## src/hdl/mfid_pkg.sv

```systemverilog
// package for the memory feature identification register bank
// assumes a core pipeline that presents decoded coprocessor register accesses
package mfid_pkg;
   localparam logic [3:0]  MFID_COPROC_SYS   = 4'hF;
   localparam logic [2:0]  MFID_OPC1         = 3'h0;
   localparam logic [3:0]  MFID_CRN          = 4'h0;
   localparam logic [3:0]  MFID_CRM          = 4'h1;
   localparam logic [2:0]  MFID_OPC2_AUX     = 3'h3;
   localparam logic [2:0]  MFID_OPC2_MMF0    = 3'h4;
   localparam logic [2:0]  MFID_OPC2_MMF1    = 3'h5;
   // processor mode field, user mode code
   localparam logic [4:0]  MFID_MODE_USER    = 5'h10;
   // field positions (low bit of each nibble)
   localparam int          MFID_F_RSVD_LSB   = 28;
   localparam int          MFID_F_FCTX_LSB   = 24;
   localparam int          MFID_F_AUXCR_LSB  = 20;
   localparam int          MFID_F_TIGHT_LSB  = 16;
   localparam int          MFID_F_OSH_LSB    = 12;
   localparam int          MFID_F_COH_LSB    = 8;
   localparam int          MFID_F_PROT_LSB   = 4;
   localparam int          MFID_F_VIRT_LSB   = 0;
   localparam int          MFID_F_BRBUF_LSB  = 28;
   localparam logic [31:0] MFID_AUX_VALUE    = 32'h0000_0000;
   localparam logic [31:0] MFID_MMF0_VALUE   = 32'h0110_0003;
   localparam logic [31:0] MFID_MMF1_VALUE   = 32'h2000_0000;
   localparam logic [31:0] MFID_DATA_RESET   = 32'h0000_0000;
   typedef enum logic [2:0] {
      MFID_SEL_AUX  = 3'b001,
      MFID_SEL_MMF0 = 3'b010,
      MFID_SEL_MMF1 = 3'b100
   } mfid_sel_t;
endpackage

```

## src/hdl/mfid_regs.sv

```systemverilog
// memory feature identification register bank, read through the system coprocessor
// assumes requests arrive as single-cycle strobes synchronous to clk from the core
`timescale 1ns/1ps
module mfid_regs
   import mfid_pkg::*;
(
   input  wire logic        clk,
   input  wire logic        reset,
   input  wire logic        clk_en,
   input  wire logic        req_valid,
   input  wire logic        req_write,
   input  wire logic [3:0]  req_coproc,
   input  wire logic [2:0]  req_opc1,
   input  wire logic [3:0]  req_crn,
   input  wire logic [3:0]  req_crm,
   input  wire logic [2:0]  req_opc2,
   input  wire logic [4:0]  req_mode,
   input  wire logic        req_secure,
   output logic             rsp_valid,
   output logic             rsp_claim,
   output logic             rsp_undef,
   output logic      [31:0] rsp_data
);
   logic        rsp_valid_r;
   logic        rsp_claim_r;
   logic        rsp_undef_r;
   logic [31:0] rsp_data_r;
   logic [31:0] rsp_data_nxt;
   logic        rsp_valid_nxt;
   logic        rsp_claim_nxt;
   logic        rsp_undef_nxt;
   logic [31:0] rom_word;
   wire         base_hit;
   wire         hit_aux;
   wire         hit_mmf0;
   wire         hit_mmf1;
   wire         hit_any;
   wire         priv;
   wire         grant;
   wire         refuse;
   wire [2:0]   sel;
   // per-field views of the returned word, one name per register meaning
   wire [3:0]   fld_reserved;
   wire [3:0]   fld_fast_context_switch_ext;
   wire [3:0]   fld_aux_control;
   wire [3:0]   fld_tightly_coupled_memory;
   wire [3:0]   fld_outer_share;
   wire [3:0]   fld_coherence;
   wire [3:0]   fld_protected_memory_arch;
   wire [3:0]   fld_virtual_memory_arch;
   wire [3:0]   fld_branch_target_buffer;
   wire [3:0]   fld_test_clean;
   wire [3:0]   fld_unified_whole;
   wire [3:0]   fld_split_whole;
   wire [3:0]   fld_unified_set_way;
   wire [3:0]   fld_split_set_way;
   wire [3:0]   fld_unified_by_address;
   wire [3:0]   fld_split_by_address;

   // other selectors in this space belong to neighbouring banks, so no claim
   assign base_hit = req_valid && req_coproc == MFID_COPROC_SYS && req_opc1 == MFID_OPC1
                     && req_crn == MFID_CRN && req_crm == MFID_CRM;
   assign hit_aux  = base_hit && req_opc2 == MFID_OPC2_AUX;
   assign hit_mmf0 = base_hit && req_opc2 == MFID_OPC2_MMF0;
   assign hit_mmf1 = base_hit && req_opc2 == MFID_OPC2_MMF1;
   assign hit_any  = hit_aux || hit_mmf0 || hit_mmf1;
   // req_secure deliberately unused in decode: one copy serves both states
   assign priv     = req_mode != MFID_MODE_USER;
   assign grant    = hit_any && !req_write && priv;
   assign refuse   = hit_any && (req_write || !priv);
   assign sel      = {hit_mmf1, hit_mmf0, hit_aux};

   mfid_rom mfid_rom_inst (
      .sel  (sel),
      .word (rom_word)
   );

   // refused accesses return zero so nothing leaks on the data bus
   assign rsp_data_nxt = grant ? rom_word : MFID_DATA_RESET;
   assign rsp_valid_nxt = grant;
   assign rsp_claim_nxt = hit_any;
   assign rsp_undef_nxt = refuse;

   always_ff @(posedge clk) begin
      if (reset) begin
         rsp_valid_r <= 1'b0;
         rsp_claim_r <= 1'b0;
         rsp_undef_r <= 1'b0;
         rsp_data_r  <= MFID_DATA_RESET;
      end else if (clk_en) begin
         rsp_valid_r <= rsp_valid_nxt;
         rsp_claim_r <= rsp_claim_nxt;
         rsp_undef_r <= rsp_undef_nxt;
         rsp_data_r  <= rsp_data_nxt;
      end
   end

   assign rsp_valid = rsp_valid_r;
   assign rsp_claim = rsp_claim_r;
   assign rsp_undef = rsp_undef_r;
   assign rsp_data  = rsp_data_r;

   // views only; both registers share nibble positions, so names overlap on purpose
   assign fld_reserved                = rsp_data[MFID_F_RSVD_LSB +: 4];
   assign fld_fast_context_switch_ext = rsp_data[MFID_F_FCTX_LSB +: 4];
   assign fld_aux_control             = rsp_data[MFID_F_AUXCR_LSB +: 4];
   assign fld_tightly_coupled_memory  = rsp_data[MFID_F_TIGHT_LSB +: 4];
   assign fld_outer_share             = rsp_data[MFID_F_OSH_LSB +: 4];
   assign fld_coherence               = rsp_data[MFID_F_COH_LSB +: 4];
   assign fld_protected_memory_arch   = rsp_data[MFID_F_PROT_LSB +: 4];
   assign fld_virtual_memory_arch     = rsp_data[MFID_F_VIRT_LSB +: 4];
   assign fld_branch_target_buffer    = rsp_data[MFID_F_BRBUF_LSB +: 4];
   assign fld_test_clean              = rsp_data[27:24];
   assign fld_unified_whole           = rsp_data[23:20];
   assign fld_split_whole             = rsp_data[19:16];
   assign fld_unified_set_way         = rsp_data[15:12];
   assign fld_split_set_way           = rsp_data[11:8];
   assign fld_unified_by_address      = rsp_data[7:4];
   assign fld_split_by_address        = rsp_data[3:0];

   // checks; req_secure is read only here, one copy must serve both states

   property p_aux_zero;
      @(posedge clk) disable iff (reset)
      (clk_en && hit_aux && grant) |=> (rsp_valid && rsp_data == 32'h0000_0000);
   endproperty
   a_aux_zero: assert property (p_aux_zero) else $error("aux register not zero");

   property p_mmf0_fields;
      @(posedge clk) disable iff (reset)
      (clk_en && hit_mmf0 && grant) |=> (rsp_data[27:24] == 4'h1 && rsp_data[23:20] == 4'h1
         && rsp_data[19:4] == 16'h0000 && rsp_data[3:0] == 4'h3);
   endproperty
   a_mmf0_fields: assert property (p_mmf0_fields) else $error("register zero field wrong");

   property p_mmf0_rsvd;
      @(posedge clk) disable iff (reset)
      (clk_en && hit_mmf0 && grant) |=> fld_reserved == 4'h0;
   endproperty
   a_mmf0_rsvd: assert property (p_mmf0_rsvd) else $error("reserved bits not zero");

   property p_mmf1_fields;
      @(posedge clk) disable iff (reset)
      (clk_en && hit_mmf1 && grant) |=> (rsp_data[31:28] == 4'h2 && rsp_data[27:0] == 28'h0);
   endproperty
   a_mmf1_fields: assert property (p_mmf1_fields) else $error("register one field wrong");

   property p_write_undef;
      @(posedge clk) disable iff (reset)
      (clk_en && hit_any && req_write) |=> (rsp_undef && !rsp_valid && rsp_data == 32'h0);
   endproperty
   a_write_undef: assert property (p_write_undef) else $error("write not refused");

   property p_user_undef;
      @(posedge clk) disable iff (reset)
      (clk_en && hit_any && req_mode == 5'h10) |=> (rsp_undef && !rsp_valid);
   endproperty
   a_user_undef: assert property (p_user_undef) else $error("user read not refused");

   property p_priv_read;
      @(posedge clk) disable iff (reset)
      (clk_en && hit_any && !req_write && req_mode != 5'h10) |=> (rsp_valid && !rsp_undef);
   endproperty
   a_priv_read: assert property (p_priv_read) else $error("privileged read refused");

   property p_secure_same;
      @(posedge clk) disable iff (reset)
      (clk_en && hit_mmf0 && grant) |=> rsp_data == 32'h0110_0003;
   endproperty
   a_secure_same: assert property (p_secure_same) else $error("banked value seen");

   property p_decode_opc2;
      @(posedge clk) disable iff (reset)
      (clk_en && base_hit && req_opc2 == 3'h3) |=> rsp_claim;
   endproperty
   a_decode_opc2: assert property (p_decode_opc2) else $error("selector not claimed");

   property p_no_claim;
      @(posedge clk) disable iff (reset)
      (clk_en && !base_hit) |=> (!rsp_claim && !rsp_valid && !rsp_undef);
   endproperty
   a_no_claim: assert property (p_no_claim) else $error("foreign access claimed");

   property p_freeze;
      @(posedge clk) disable iff (reset)
      !clk_en |=> $stable(rsp_data) && $stable(rsp_valid);
   endproperty
   a_freeze: assert property (p_freeze) else $error("state moved while frozen");

   property p_fast_ctx;
      @(posedge clk) disable iff (reset)
      (clk_en && hit_mmf0 && grant) |=> fld_fast_context_switch_ext == 4'h1;
   endproperty
   a_fast_ctx: assert property (p_fast_ctx) else $error("fast context field wrong");

   property p_aux_control;
      @(posedge clk) disable iff (reset)
      (clk_en && hit_mmf0 && grant) |=> fld_aux_control == 4'h1;
   endproperty
   a_aux_control: assert property (p_aux_control) else $error("aux control field wrong");

   property p_tight_mem;
      @(posedge clk) disable iff (reset)
      (clk_en && hit_mmf0 && grant) |=> fld_tightly_coupled_memory == 4'h0;
   endproperty
   a_tight_mem: assert property (p_tight_mem) else $error("tight memory field wrong");

   property p_outer_share;
      @(posedge clk) disable iff (reset)
      (clk_en && hit_mmf0 && grant) |=> fld_outer_share == 4'h0;
   endproperty
   a_outer_share: assert property (p_outer_share) else $error("shareable field wrong");

   property p_coherence;
      @(posedge clk) disable iff (reset)
      (clk_en && hit_mmf0 && grant) |=> fld_coherence == 4'h0;
   endproperty
   a_coherence: assert property (p_coherence) else $error("coherence field wrong");

   property p_prot_mem;
      @(posedge clk) disable iff (reset)
      (clk_en && hit_mmf0 && grant) |=> fld_protected_memory_arch == 4'h0;
   endproperty
   a_prot_mem: assert property (p_prot_mem) else $error("protected arch field wrong");

   property p_virt_mem;
      @(posedge clk) disable iff (reset)
      (clk_en && hit_mmf0 && grant) |=> fld_virtual_memory_arch == 4'h3;
   endproperty
   a_virt_mem: assert property (p_virt_mem) else $error("virtual arch field wrong");

   property p_branch_buf;
      @(posedge clk) disable iff (reset)
      (clk_en && hit_mmf1 && grant) |=> fld_branch_target_buffer == 4'h2;
   endproperty
   a_branch_buf: assert property (p_branch_buf) else $error("branch buffer field wrong");

   property p_test_clean;
      @(posedge clk) disable iff (reset)
      (clk_en && hit_mmf1 && grant) |=> fld_test_clean == 4'h0;
   endproperty
   a_test_clean: assert property (p_test_clean) else $error("test clean field wrong");

   property p_unified_whole;
      @(posedge clk) disable iff (reset)
      (clk_en && hit_mmf1 && grant) |=> fld_unified_whole == 4'h0;
   endproperty
   a_unified_whole: assert property (p_unified_whole) else $error("unified whole field wrong");

   property p_split_whole;
      @(posedge clk) disable iff (reset)
      (clk_en && hit_mmf1 && grant) |=> fld_split_whole == 4'h0;
   endproperty
   a_split_whole: assert property (p_split_whole) else $error("split whole field wrong");

   property p_unified_set_way;
      @(posedge clk) disable iff (reset)
      (clk_en && hit_mmf1 && grant) |=> fld_unified_set_way == 4'h0;
   endproperty
   a_unified_set_way: assert property (p_unified_set_way) else $error("unified set field wrong");

   property p_split_set_way;
      @(posedge clk) disable iff (reset)
      (clk_en && hit_mmf1 && grant) |=> fld_split_set_way == 4'h0;
   endproperty
   a_split_set_way: assert property (p_split_set_way) else $error("split set field wrong");

   property p_unified_by_address;
      @(posedge clk) disable iff (reset)
      (clk_en && hit_mmf1 && grant) |=> fld_unified_by_address == 4'h0;
   endproperty
   a_unified_by_address: assert property (p_unified_by_address) else $error("unified line wrong");

   property p_split_by_address;
      @(posedge clk) disable iff (reset)
      (clk_en && hit_mmf1 && grant) |=> fld_split_by_address == 4'h0;
   endproperty
   a_split_by_address: assert property (p_split_by_address) else $error("split line wrong");

   property p_mmf1_secure;
      @(posedge clk) disable iff (reset)
      (clk_en && hit_mmf1 && grant && req_secure) |=> rsp_data == 32'h2000_0000;
   endproperty
   a_mmf1_secure: assert property (p_mmf1_secure) else $error("secure copy differs");

   property p_mmf1_nonsecure;
      @(posedge clk) disable iff (reset)
      (clk_en && hit_mmf1 && grant && !req_secure) |=> rsp_data == 32'h2000_0000;
   endproperty
   a_mmf1_nonsecure: assert property (p_mmf1_nonsecure) else $error("nonsecure copy differs");

   property p_claim_mmf0;
      @(posedge clk) disable iff (reset)
      (clk_en && base_hit && req_opc2 == 3'h4) |=> rsp_claim;
   endproperty
   a_claim_mmf0: assert property (p_claim_mmf0) else $error("register zero not claimed");

   property p_claim_mmf1;
      @(posedge clk) disable iff (reset)
      (clk_en && base_hit && req_opc2 == 3'h5) |=> rsp_claim;
   endproperty
   a_claim_mmf1: assert property (p_claim_mmf1) else $error("register one not claimed");

   property p_user_no_data;
      @(posedge clk) disable iff (reset)
      (clk_en && hit_any && req_mode == 5'h10) |=> rsp_data == 32'h0000_0000;
   endproperty
   a_user_no_data: assert property (p_user_no_data) else $error("user read leaked data");

   property p_other_opc2;
      @(posedge clk) disable iff (reset)
      (clk_en && base_hit && !hit_any) |=> (!rsp_claim && !rsp_valid && !rsp_undef);
   endproperty
   a_other_opc2: assert property (p_other_opc2) else $error("neighbour selector claimed");

   // guards against two opcode2 codes ever being made equal in the package
   property p_sel_onehot;
      @(posedge clk) disable iff (reset)
      $onehot0(sel);
   endproperty
   a_sel_onehot: assert property (p_sel_onehot) else $error("more than one register hit");
   property p_freeze_flags;
      @(posedge clk) disable iff (reset)
      !clk_en |=> $stable(rsp_claim) && $stable(rsp_undef);
   endproperty
   a_freeze_flags: assert property (p_freeze_flags) else $error("flags moved while frozen");

   property p_reset_clear;
      @(posedge clk)
      reset |=> (!rsp_valid && !rsp_claim && !rsp_undef && rsp_data == 32'h0000_0000);
   endproperty
   a_reset_clear: assert property (p_reset_clear) else $error("reset left a response");
endmodule

```

## src/hdl/mfid_rom.sv

```systemverilog
// constant word lookup for the identification registers
// assumes a one-hot select that is checked by the caller
`timescale 1ns/1ps
module mfid_rom
   import mfid_pkg::*;
(
   input  wire logic [2:0]  sel,
   output logic      [31:0] word
);
   // single copy, no secure/nonsecure banking
   assign word = sel[0] ? MFID_AUX_VALUE :
                 sel[1] ? MFID_MMF0_VALUE :
                 sel[2] ? MFID_MMF1_VALUE : MFID_DATA_RESET;
endmodule

```

## config.mk

```make
export PLATFORM = sky130hd
export DESIGN_NAME = mfid_regs
export DESIGN_NICKNAME = d
export VERILOG_FILES = /design/src/hdl/mfid_pkg.sv /design/src/hdl/mfid_regs.sv /design/src/hdl/mfid_rom.sv
export SDC_FILE = /design/constraint.sdc
export NUM_CORES = 1
export LEC_CHECK = 0
export ABC_AREA = 1
export ABC_CLOCK_PERIOD_IN_PS = 1800
export BUFFER_PORTS_ARGS = -buffer_cell sky130_fd_sc_hd__buf_2
export CAP_MARGIN = 15
export CELL_PAD_IN_SITES_DETAIL_PLACEMENT = 1
export CELL_PAD_IN_SITES_GLOBAL_PLACEMENT = 2
export CORE_ASPECT_RATIO = 0.7
export CORE_MARGIN = 1.5
export CORE_UTILIZATION = 28
export DETAILED_ROUTE_END_ITERATION = 8
export PLACE_DENSITY = 0.87
export SKIP_CTS_REPAIR_TIMING = 1
export SLEW_MARGIN = 5
export SYNTH_ARGS = -nofsm -noshare
export SYNTH_HDL_FRONTEND = slang
export SYNTH_HIERARCHICAL = 1
export SYNTH_SLANG_ARGS = --single-unit
```

## constraint.sdc

```tcl
create_clock -name clk -period 1.8 [get_ports clk]
set_input_delay 0.18 -clock clk [delete_from_list [all_inputs] [get_ports clk]]
set_output_delay 0.18 -clock clk [all_outputs]
set_load 0.01 [all_outputs]
```

# Word level (Yosys, flattened, before mapping)

Cells that the tools add are included.

Bits in registers: 35
Input port bits: 29
Output and inout port bits: 35
Word-level logic and storage cells: 31

Equal/unequal tests: 6
Muxes and demuxes: 4
Reduce and logical (&&, ||, !) cells: 17

Operators with widths:

| operator                                                         | count |
|---|---|
| 32-bit two-way mux                                               | 3 |
| 30-bit two-way mux                                               | 1 |
| 1-bit logical AND                                                | 10 |
| 3-bit == test (second input constant)                            | 2 |
| 5-bit inequality test (second input constant)                    | 1 |
| 4-bit by 1-bit == test with 1-bit output (second input constant) | 1 |
| 4-bit == test (second input constant)                            | 1 |
| 4-bit logical NOT                                                | 1 |
| 3-bit by 2-bit == test with 1-bit output (second input constant) | 1 |
| 3-bit logical NOT                                                | 1 |
| 1-bit logical OR                                                 | 3 |
| 1-bit logical NOT                                                | 2 |

# Logic depth before layout (Yosys ltp)

Gate-level depths: netlist of the first run.

Depth after elaboration: 11
Mapped depth: 10
Mapped depth without buffers: 10

# By module

The synthesis of the first run kept the hierarchy.

Modules (own cells, without submodules):

| module    | instances | cells an instance | area each (um^2) | sequential area each (um^2) |
|---|---|---|---|---|
| mfid_regs | 1         | 196               | 1516.5           | 700.7 |
| mfid_rom  | 1         | 35                | 249.0            | 0.0 |

# Worst setup path before layout of the first run

Ideal clock, no wire load.

Path type: input port to flip-flop
Start point: input port req_crm[2]
End point: register rsp_data_r[1], in the netlist rsp_data[1]
Setup time: 0.070 ns
Arrival: 1.317 ns
Data required time: 1.730 ns
Slack: 0.412 ns
Stages on the path: 10
Buffers on the path: 1
Path through: inv_1 -> nand2_1 -> nor2_1 -> nand2_2 -> nor4_1 -> inv_2 -> nor2_1 -> buf_4 -> nand4_1 -> a21oi_1

Elaborated cells on any way between the ends: 12
Classes of those cells: eq/ne (1); mux (3); reduce/logical (8)

RTL lines:

| what                                     | line            | text |
|---|---|---|
| start, declared                          | mfid_regs.sv:15 | `input wire logic [3:0] req_crm,` |
| 4-bit by 1-bit == test with 1-bit output | mfid_regs.sv:62 | `&& req_crn == MFID_CRN && req_crm == MFID_CRM;` |
| 1-bit logical AND                        | mfid_regs.sv:62 |  |
| 1-bit logical AND                        | mfid_regs.sv:64 | `assign hit_mmf0 = base_hit && req_opc2 == MFID_OPC2_MMF0;` |
| via hit_mmf0                             | mfid_regs.sv:35 | `wire hit_mmf0;` |
| 32-bit two-way mux                       | mfid_rom.sv:12  | `sel[1] ? MFID_MMF0_VALUE :` |
| 32-bit two-way mux                       | mfid_rom.sv:11  | `assign word = sel[0] ? MFID_AUX_VALUE :` |
| via rom_word[1]                          | mfid_regs.sv:32 | `logic [31:0] rom_word;` |
| 32-bit two-way mux                       | mfid_regs.sv:79 | `assign rsp_data_nxt = grant ? rom_word : MFID_DATA_RESET;` |
| end signal, assigned                     | mfid_regs.sv:94 | `rsp_data_r <= rsp_data_nxt;` |
| end, declared                            | mfid_regs.sv:27 | `logic [31:0] rsp_data_r;` |

The timed path passes the listed nets, and every way through them passes these cells.
A chain may end at the register's enable or synchronous reset.

# Worst setup path after layout of the first run

Start point: input port req_crm[2]
End point: register rsp_data_r[0], in the netlist rsp_data[0]

The elaborated chain is that of the path after synthesis.

==> results of run 1 <==
-- power breakdown --
group	internal, mW	switching [mW]
registers	0.774	0.000000364
clock network	0.300	0.277
logic	0.0394	0.0808
-- final timing paths --
check,from,to,slack (ns),cells after the start
max,req_crm[2],rsp_data[0]$_SDFFE_PP0P_,0.48,10
min,req_write,rsp_undef$_SDFFE_PP0P_,0.27,5
max reg2reg,rsp_data[29]$_SDFFE_PP0P_,rsp_data[29]$_SDFFE_PP0P_,1.17,2
min reg2reg,rsp_valid$_SDFFE_PP0P_,rsp_valid$_SDFFE_PP0P_,0.46,2
-- per-stage QoR --
stage	total power, mW	util, %	setup slack [ns]	std cells
after floorplan	0.904	-	0.412	257
after CTS	1.50	35.3	0.518	362
after global routing	1.54	35.3	0.393	362
final	1.47	35.3	0.483	362
after global placement	0.909	33.8	0.230	355
after detailed placement	0.913	33.8	0.222	355
-- worst max-delay path: stages --
cell and delay (ns):
buf_2 0.10, inv_1 0.04, nand2_1 0.05, nor2_1 0.11, nand2_2 0.13, nor4_1 0.31, inv_2 0.07, nor2_1 0.27
nand4_1 0.13, a21oi_1 0.14
-- layer usage --
layer | track usage (%) | share of wire [%]
met1 | 17.5 | 49
met4 | 3.81 | 0.89
met2 | 21.4 | 45
met5 | 0 | 0
met3 | 4.03 | 5.0
-- final cells by class --
type / count / area, sq um
Timing Repair Buffer: 69 / 363
Tap cell: 75 / 93.8
Inverter: 16 / 60.1
Multi-Input combinational cell: 160 / 779
Clock buffer: 6 / 82.6
Fill cell: 767 / 3810
Clock inverter: 1 / 5.00
Sequential cell: 35 / 701
-- layout by cell type, fill, tap and decap left out, drive strengths merged --
cell type,instances
buf,69
nor3,1
nor2,9
nand4,32
nor4,1
nor4b,1
nand2,49
inv,16
dfxtp,35
conb,27
a21oi,36
clkinv,1
nand3,4
clkbuf,6
-- cells in the mapped netlist (all sizes together) --
| library cell | n | area [sq um] |
|---|---|---|
| a21oi | 36 | 191 |
| buf | 39 | 297 |
| clkbuf | 7 | 26.3 |
| conb | 1 | 3.75 |
| dfxtp | 35 | 701 |
| inv | 16 | 60.1 |
| nand2 | 49 | 191 |
| nand3 | 4 | 20.0 |
| nand4 | 32 | 200 |
| nor2 | 9 | 55.1 |
| nor3 | 1 | 5.00 |
| nor4 | 1 | 6.26 |
| nor4b | 1 | 8.76 |
-- sequential cells by signal, summed over array words and instances, names as in the netlist --
register   flops
rsp_claim      1
rsp_data      32
rsp_undef      1
rsp_valid      1
-- cells by family after synthesis --
kind of cell    count (synthesis)  synth area share [%]
simple gates                   97                  27.6
compound gates                 36                  10.8
buf+inv                        62                  21.7
flops                          35                  39.7
other cells                     1                 0.212
==> results.py, run 1 <==
metrics = {
    "clock_tree": {
        "cts-buffers-inserted": 5,
        "cts_root_buffer": "clkbuf_8",
        "cts_tree": "yes",
        "cts_buffer_depth": 2,
        "clk_pin_slew_ns": 0.07,
        "clk_latency_ns": 0.28,
        "clock_sinks": 35,
        "h-tree-depth": 2,
    },
    "grt": {
        "grt_usage_pct": 13.4,
        "grt-ovfl-total": 0,
        "grt_pass1_wl_um": 7330,
        "grt_pass1_vias": 1561,
        "antenna_found_initial": 0,
        "grt_max_degree": 36,
    },
    "detailed_routing": {
        "drc": 0,
        "drt-initial-drc-count": 37,
        "wl_per_cell_um": 11.8,
        "firstDrtPassIters": 4,
        "postRouteAntennaNets": 0,
        "routed_via_density": 4.41,
        "vias": 1598,
        "drt_wl_total_um": 4270,
    },
    "timing": {
        "setup_violations": 0,
        "relSlewSlack_pct": 57.2,
        "rsz0062_at_grt": "no",
        "fin_crit_sh_pct": 73.2,
        "report.final.hold_viol_count": 0,
        "min_period_ns": 1.32,
        "fmax_ghz": 0.759,
        "slew_violations": 0,
        "setup_tns_ns": 0,
        "holdWs_ns": 0.266,
        "worst_pin_slew_ns": 0.643,
        "finClkSkew_ns": 0,
    },
    "yosys": {
        "ys_seq_elements": 35,
        "syn_inst": 231,
        "yosysWarnings": 6,
        "avgSynthCellArea_sq_um": 7.64,
        "ys_seq_area_share_pct": 39.7,
        "synthesis.area_sq_um": 1770,
        "synth_cell_types": 20,
    },
    "floorplanning": {
        "die-area_sq_um": 6800,
        "start_util_pct": 29.9,
        "die_w_um": 97.9,
        "core_sq_um": 5900,
        "io_pins": 64,
        "die_h_um": 69.4,
        "placementRows": 23,
    },
    "hold_path": {
        "holdCritPathClass": "input pin to register",
    },
    "worst_setup_path": {
        "crit_arrival_ns": 1.53,
        "critPathMaxFanout": 4,
        "start_kind": "input pin",
        "crit_required_ns": 2.01,
        "endpoint_kind": "register",
        "timing_worst_setup_path_type": "input pin to register",
    },
    "run_status": {
        "status": "completed",
    },
    "pwr": {
        "vdd_ir_drop_max_uv": 276,
        "p_leak_nw": 0.970,
        "powerDensity_nw_per_um2": 706,
    },
    "placed_design": {
        "placed_cell_area_sq_um": 2000,
        "port_buffers": 62,
        "globalplace.congestion": 0.715,
        "place_hpwl_um": 3090,
    },
    "finish": {
        "syn_to_final_growth_pct": 18.1,
        "drive_above_1_share_pct": 29.6,
        "num_antenna_cells": 0,
        "fin_area_sq_um": 2080,
        "num-nets-final": 316,
    },
    "run": {
        "drv_cap": 0,
    },
}
Note: power is estimated with default switching activity, not from simulation.
==> run 2, diff against run 1 <==
--- a/config.mk
+++ b/config.mk
@@ -5,17 +5,17 @@
 export SDC_FILE = /design/constraint.sdc
 export NUM_CORES = 1
 export LEC_CHECK = 0
-export ABC_AREA = 1
-export ABC_CLOCK_PERIOD_IN_PS = 1800
+export ABC_AREA = 0
+export ABC_CLOCK_PERIOD_IN_PS = 1200
 export BUFFER_PORTS_ARGS = -buffer_cell sky130_fd_sc_hd__buf_2
 export CAP_MARGIN = 15
 export CELL_PAD_IN_SITES_DETAIL_PLACEMENT = 1
 export CELL_PAD_IN_SITES_GLOBAL_PLACEMENT = 2
 export CORE_ASPECT_RATIO = 0.7
 export CORE_MARGIN = 1.5
-export CORE_UTILIZATION = 28
+export CORE_UTILIZATION = 27
 export DETAILED_ROUTE_END_ITERATION = 8
-export PLACE_DENSITY = 0.87
+export PLACE_DENSITY = 0.83
 export SKIP_CTS_REPAIR_TIMING = 1
 export SLEW_MARGIN = 5
 export SYNTH_ARGS = -nofsm -noshare
==> constraint.sdc (replaced) <==
create_clock -name clk -period 1.2 [get_ports clk]
set_input_delay 0.12 -clock clk [delete_from_list [all_inputs] [get_ports clk]]
set_output_delay 0.12 -clock clk [all_outputs]
set_load 0.01 [all_outputs]
==> run 2 against run 1 <==
Net effect: via count decreased by 33%; wire length decreased by 27%; total power increased by 52%; register-to-register slack got worse by 0.62 ns; setup slack got worse by 0.46 ns; die area decreased by 12%; final area decreased by 6.6%; critical path type unchanged; critical endpoint is now rsp_data[29]$_SDFFE_PP0P_.
==> results.py, run 2 <==
metrics = {
    "run_status": {
        "status": "completed",
    },
    "detailed_routing": {
        "routed_via_density": 4.00,
        "wl_per_cell_um": 11.5,
        "drc": 0,
        "vias": 1077,
        "drt-initial-drc-count": 31,
        "drt_wl_total_um": 3110,
        "postRouteAntennaNets": 0,
        "firstDrtPassIters": 3,
    },
    "timing": {
        "rsz0062_at_grt": "yes",
        "fmax_ghz": 0.852,
        "report.final.hold_viol_count": 0,
        "holdWs_ns": 0.0933,
        "min_period_ns": 1.17,
        "setup_violations": 0,
        "fin_crit_sh_pct": 97.8,
        "setup_slack_ns": 0.0266,
        "finClkSkew_ns": 0,
        "slew_violations": 0,
        "setup_tns_ns": 0,
    },
    "finish": {
        "mostFrequentLayoutCells": "62 x buf_2, 35 x dfxtp_1, 27 x conb_1, 26 x a22o_2, 8 x buf_4",
        "syn_to_final_growth_pct": 30.3,
        "drive_above_1_share_pct": 58.9,
        "final_cells": 269,
        "largest_register_ffs": 32,
        "fin_area_sq_um": 1950,
        "num-nets-final": 225,
        "num_antenna_cells": 0,
        "fill_cells": 616,
        "layout_commonest_cell": "buf_2",
        "fin_util_pct": 36.8,
    },
    "yosys": {
        "synth-main-ff-cell": "dfxtp_1",
        "syn_inst": 128,
        "synth_commonest_cells": "35 x dfxtp_1, 30 x buf_4, 26 x a22o_2",
        "ys_seq_area_share_pct": 46.9,
        "post-synth-top-area-cell": "dfxtp_1",
        "yosysTopAreaCellShare_pct": 46.9,
        "yosysWarnings": 6,
        "yosysMostFrequentCell": "dfxtp_1",
        "synth_edf_count": 0,
        "synth_area_leaders": "dfxtp_1 47%, a22o_2 17%, buf_4 15%, a22o_1 4.1%, nor4_4 2.8%",
        "ys_seq_elements": 35,
        "avgSynthCellArea_sq_um": 11.7,
        "synthArstFlopShare_pct": 0,
        "synth_cell_types": 23,
        "synthesis.area_sq_um": 1490,
    },
    "worst_setup_path": {
        "slowest_stage": "nor4b_4",
        "path_buf_inv": 2,
        "critPathTopFamily": "simple AND/OR/NAND/NOR gates",
        "endpoint_kind": "register",
        "start_kind": "input pin",
        "critPathMaxFanout": 5,
        "slowest_delay_ns": 0.30,
        "crit_required_ns": 1.37,
        "crit_chain": "buf_2 > nor4b_4 > nand4_4 > nor3_4 > buf_4 > nor3b_2 > a22o_2",
        "crit_arrival_ns": 1.34,
        "timing_worst_setup_path_type": "input pin to register",
    },
    "pwr": {
        "powerDensity_nw_per_um2": 1150,
        "total_power_mw": 2.23,
        "vdd_ir_drop_max_uv": 512,
        "p_leak_nw": 0.985,
    },
    "placed_design": {
        "port_buffers": 62,
        "placed_cell_area_sq_um": 1820,
        "preCtsSetupSlack_ns": -0.351,
        "globalplace.congestion": 0.655,
        "place_inst": 261,
        "place_hpwl_um": 2250,
    },
    "floorplanning": {
        "placementRows": 22,
        "core_sq_um": 5290,
        "die_h_um": 65.2,
        "die-area_sq_um": 6000,
        "io_pins": 64,
        "start_util_pct": 28.3,
        "die_w_um": 91.9,
    },
    "clock_tree": {
        "cts_tree": "yes",
        "cts_root_buffer": "clkbuf_8",
        "h-tree-depth": 2,
        "clk_latency_ns": 0.27,
        "cts-buffers-inserted": 5,
        "clock_sinks": 35,
        "clk_pin_slew_ns": 0.07,
        "cts_buffer_depth": 2,
    },
    "hold_path": {
        "holdCritPathClass": "input pin to register",
    },
    "grt": {
        "grt_usage_pct": 10.7,
        "grt_pass1_vias": 1037,
        "antenna_found_initial": 0,
        "grt_pass1_wl_um": 4970,
        "grt_max_degree": 35,
        "grt-ovfl-total": 0,
    },
    "run": {
        "drv_cap": 0,
    },
}
[run 2: changes by cell type in the layout (fill, tap and decap cells not counted), sizes merged, moves of 3 or more]
cell,change
inv,-14
nand4,-31
nand2,-49
nor2,-6
nand3,-4
a21oi,-36
a22o,+33
a21o,+3
[run 2: cell families after synthesis]
family | Yosys count | synth area share [%]
flops | 35 | 46.9
compound gates | 37 | 23.7
simple gates | 17 | 10.6
other cells | 1 | 0.251
buf+inv | 38 | 18.6
[run 2: layout make-up]
| cell class | instances | area [sq um] | share of cell area, % |
|---|---|---|---|
| clock buffers | 7 | 96.3 | 4.95 |
| clock inverters | 1 | 7.51 | 0.386 |
| inverters | 2 | 7.51 | 0.386 |
| multi-input cells | 81 | 654 | 33.6 |
| flip-flops and latches | 35 | 701 | 36.0 |
| well taps | 72 | 90.1 | 4.63 |
| repair buffers | 71 | 390 | 20.1 |
[run 2: power breakdown]
part / internal (mW) / switching [mW] / total [mW]
sequential: 1.16 / 0.000000581 / 1.16
combinational: 0.0569 / 0.0678 / 0.125
clock: 0.522 / 0.422 / 0.944
[run 2: final timing paths]
kind / from / endpoint / slack (ns) / depth (start not counted)
worst max-delay path: req_crn[3] / rsp_data[29]$_SDFFE_PP0P_ / 0.03 / 7
worst min-delay path: reset / rsp_claim$_SDFFE_PP0P_ / 0.09 / 2
worst max register to register: rsp_data[1]$_SDFFE_PP0P_ / rsp_data[1]$_SDFFE_PP0P_ / 0.55 / 1
worst min register to register: rsp_valid$_SDFFE_PP0P_ / rsp_valid$_SDFFE_PP0P_ / 0.47 / 1
[run 2: per-layer routing]
| layer | wire length, um | track usage [%] | share of wire (%) | vias to the layer above |
|---|---|---|---|---|
| li1 | - | - | - | 550 |
| met1 | 1540 | 13.8 | 50 | 493 |
| met2 | 1340 | 15.6 | 43 | 32 |
| met3 | 220 | 4.86 | 7.1 | 2 |
| met4 | 8 | 3.46 | 0.26 | 0 |
| met5 | 0 | 0 | 0 | - |
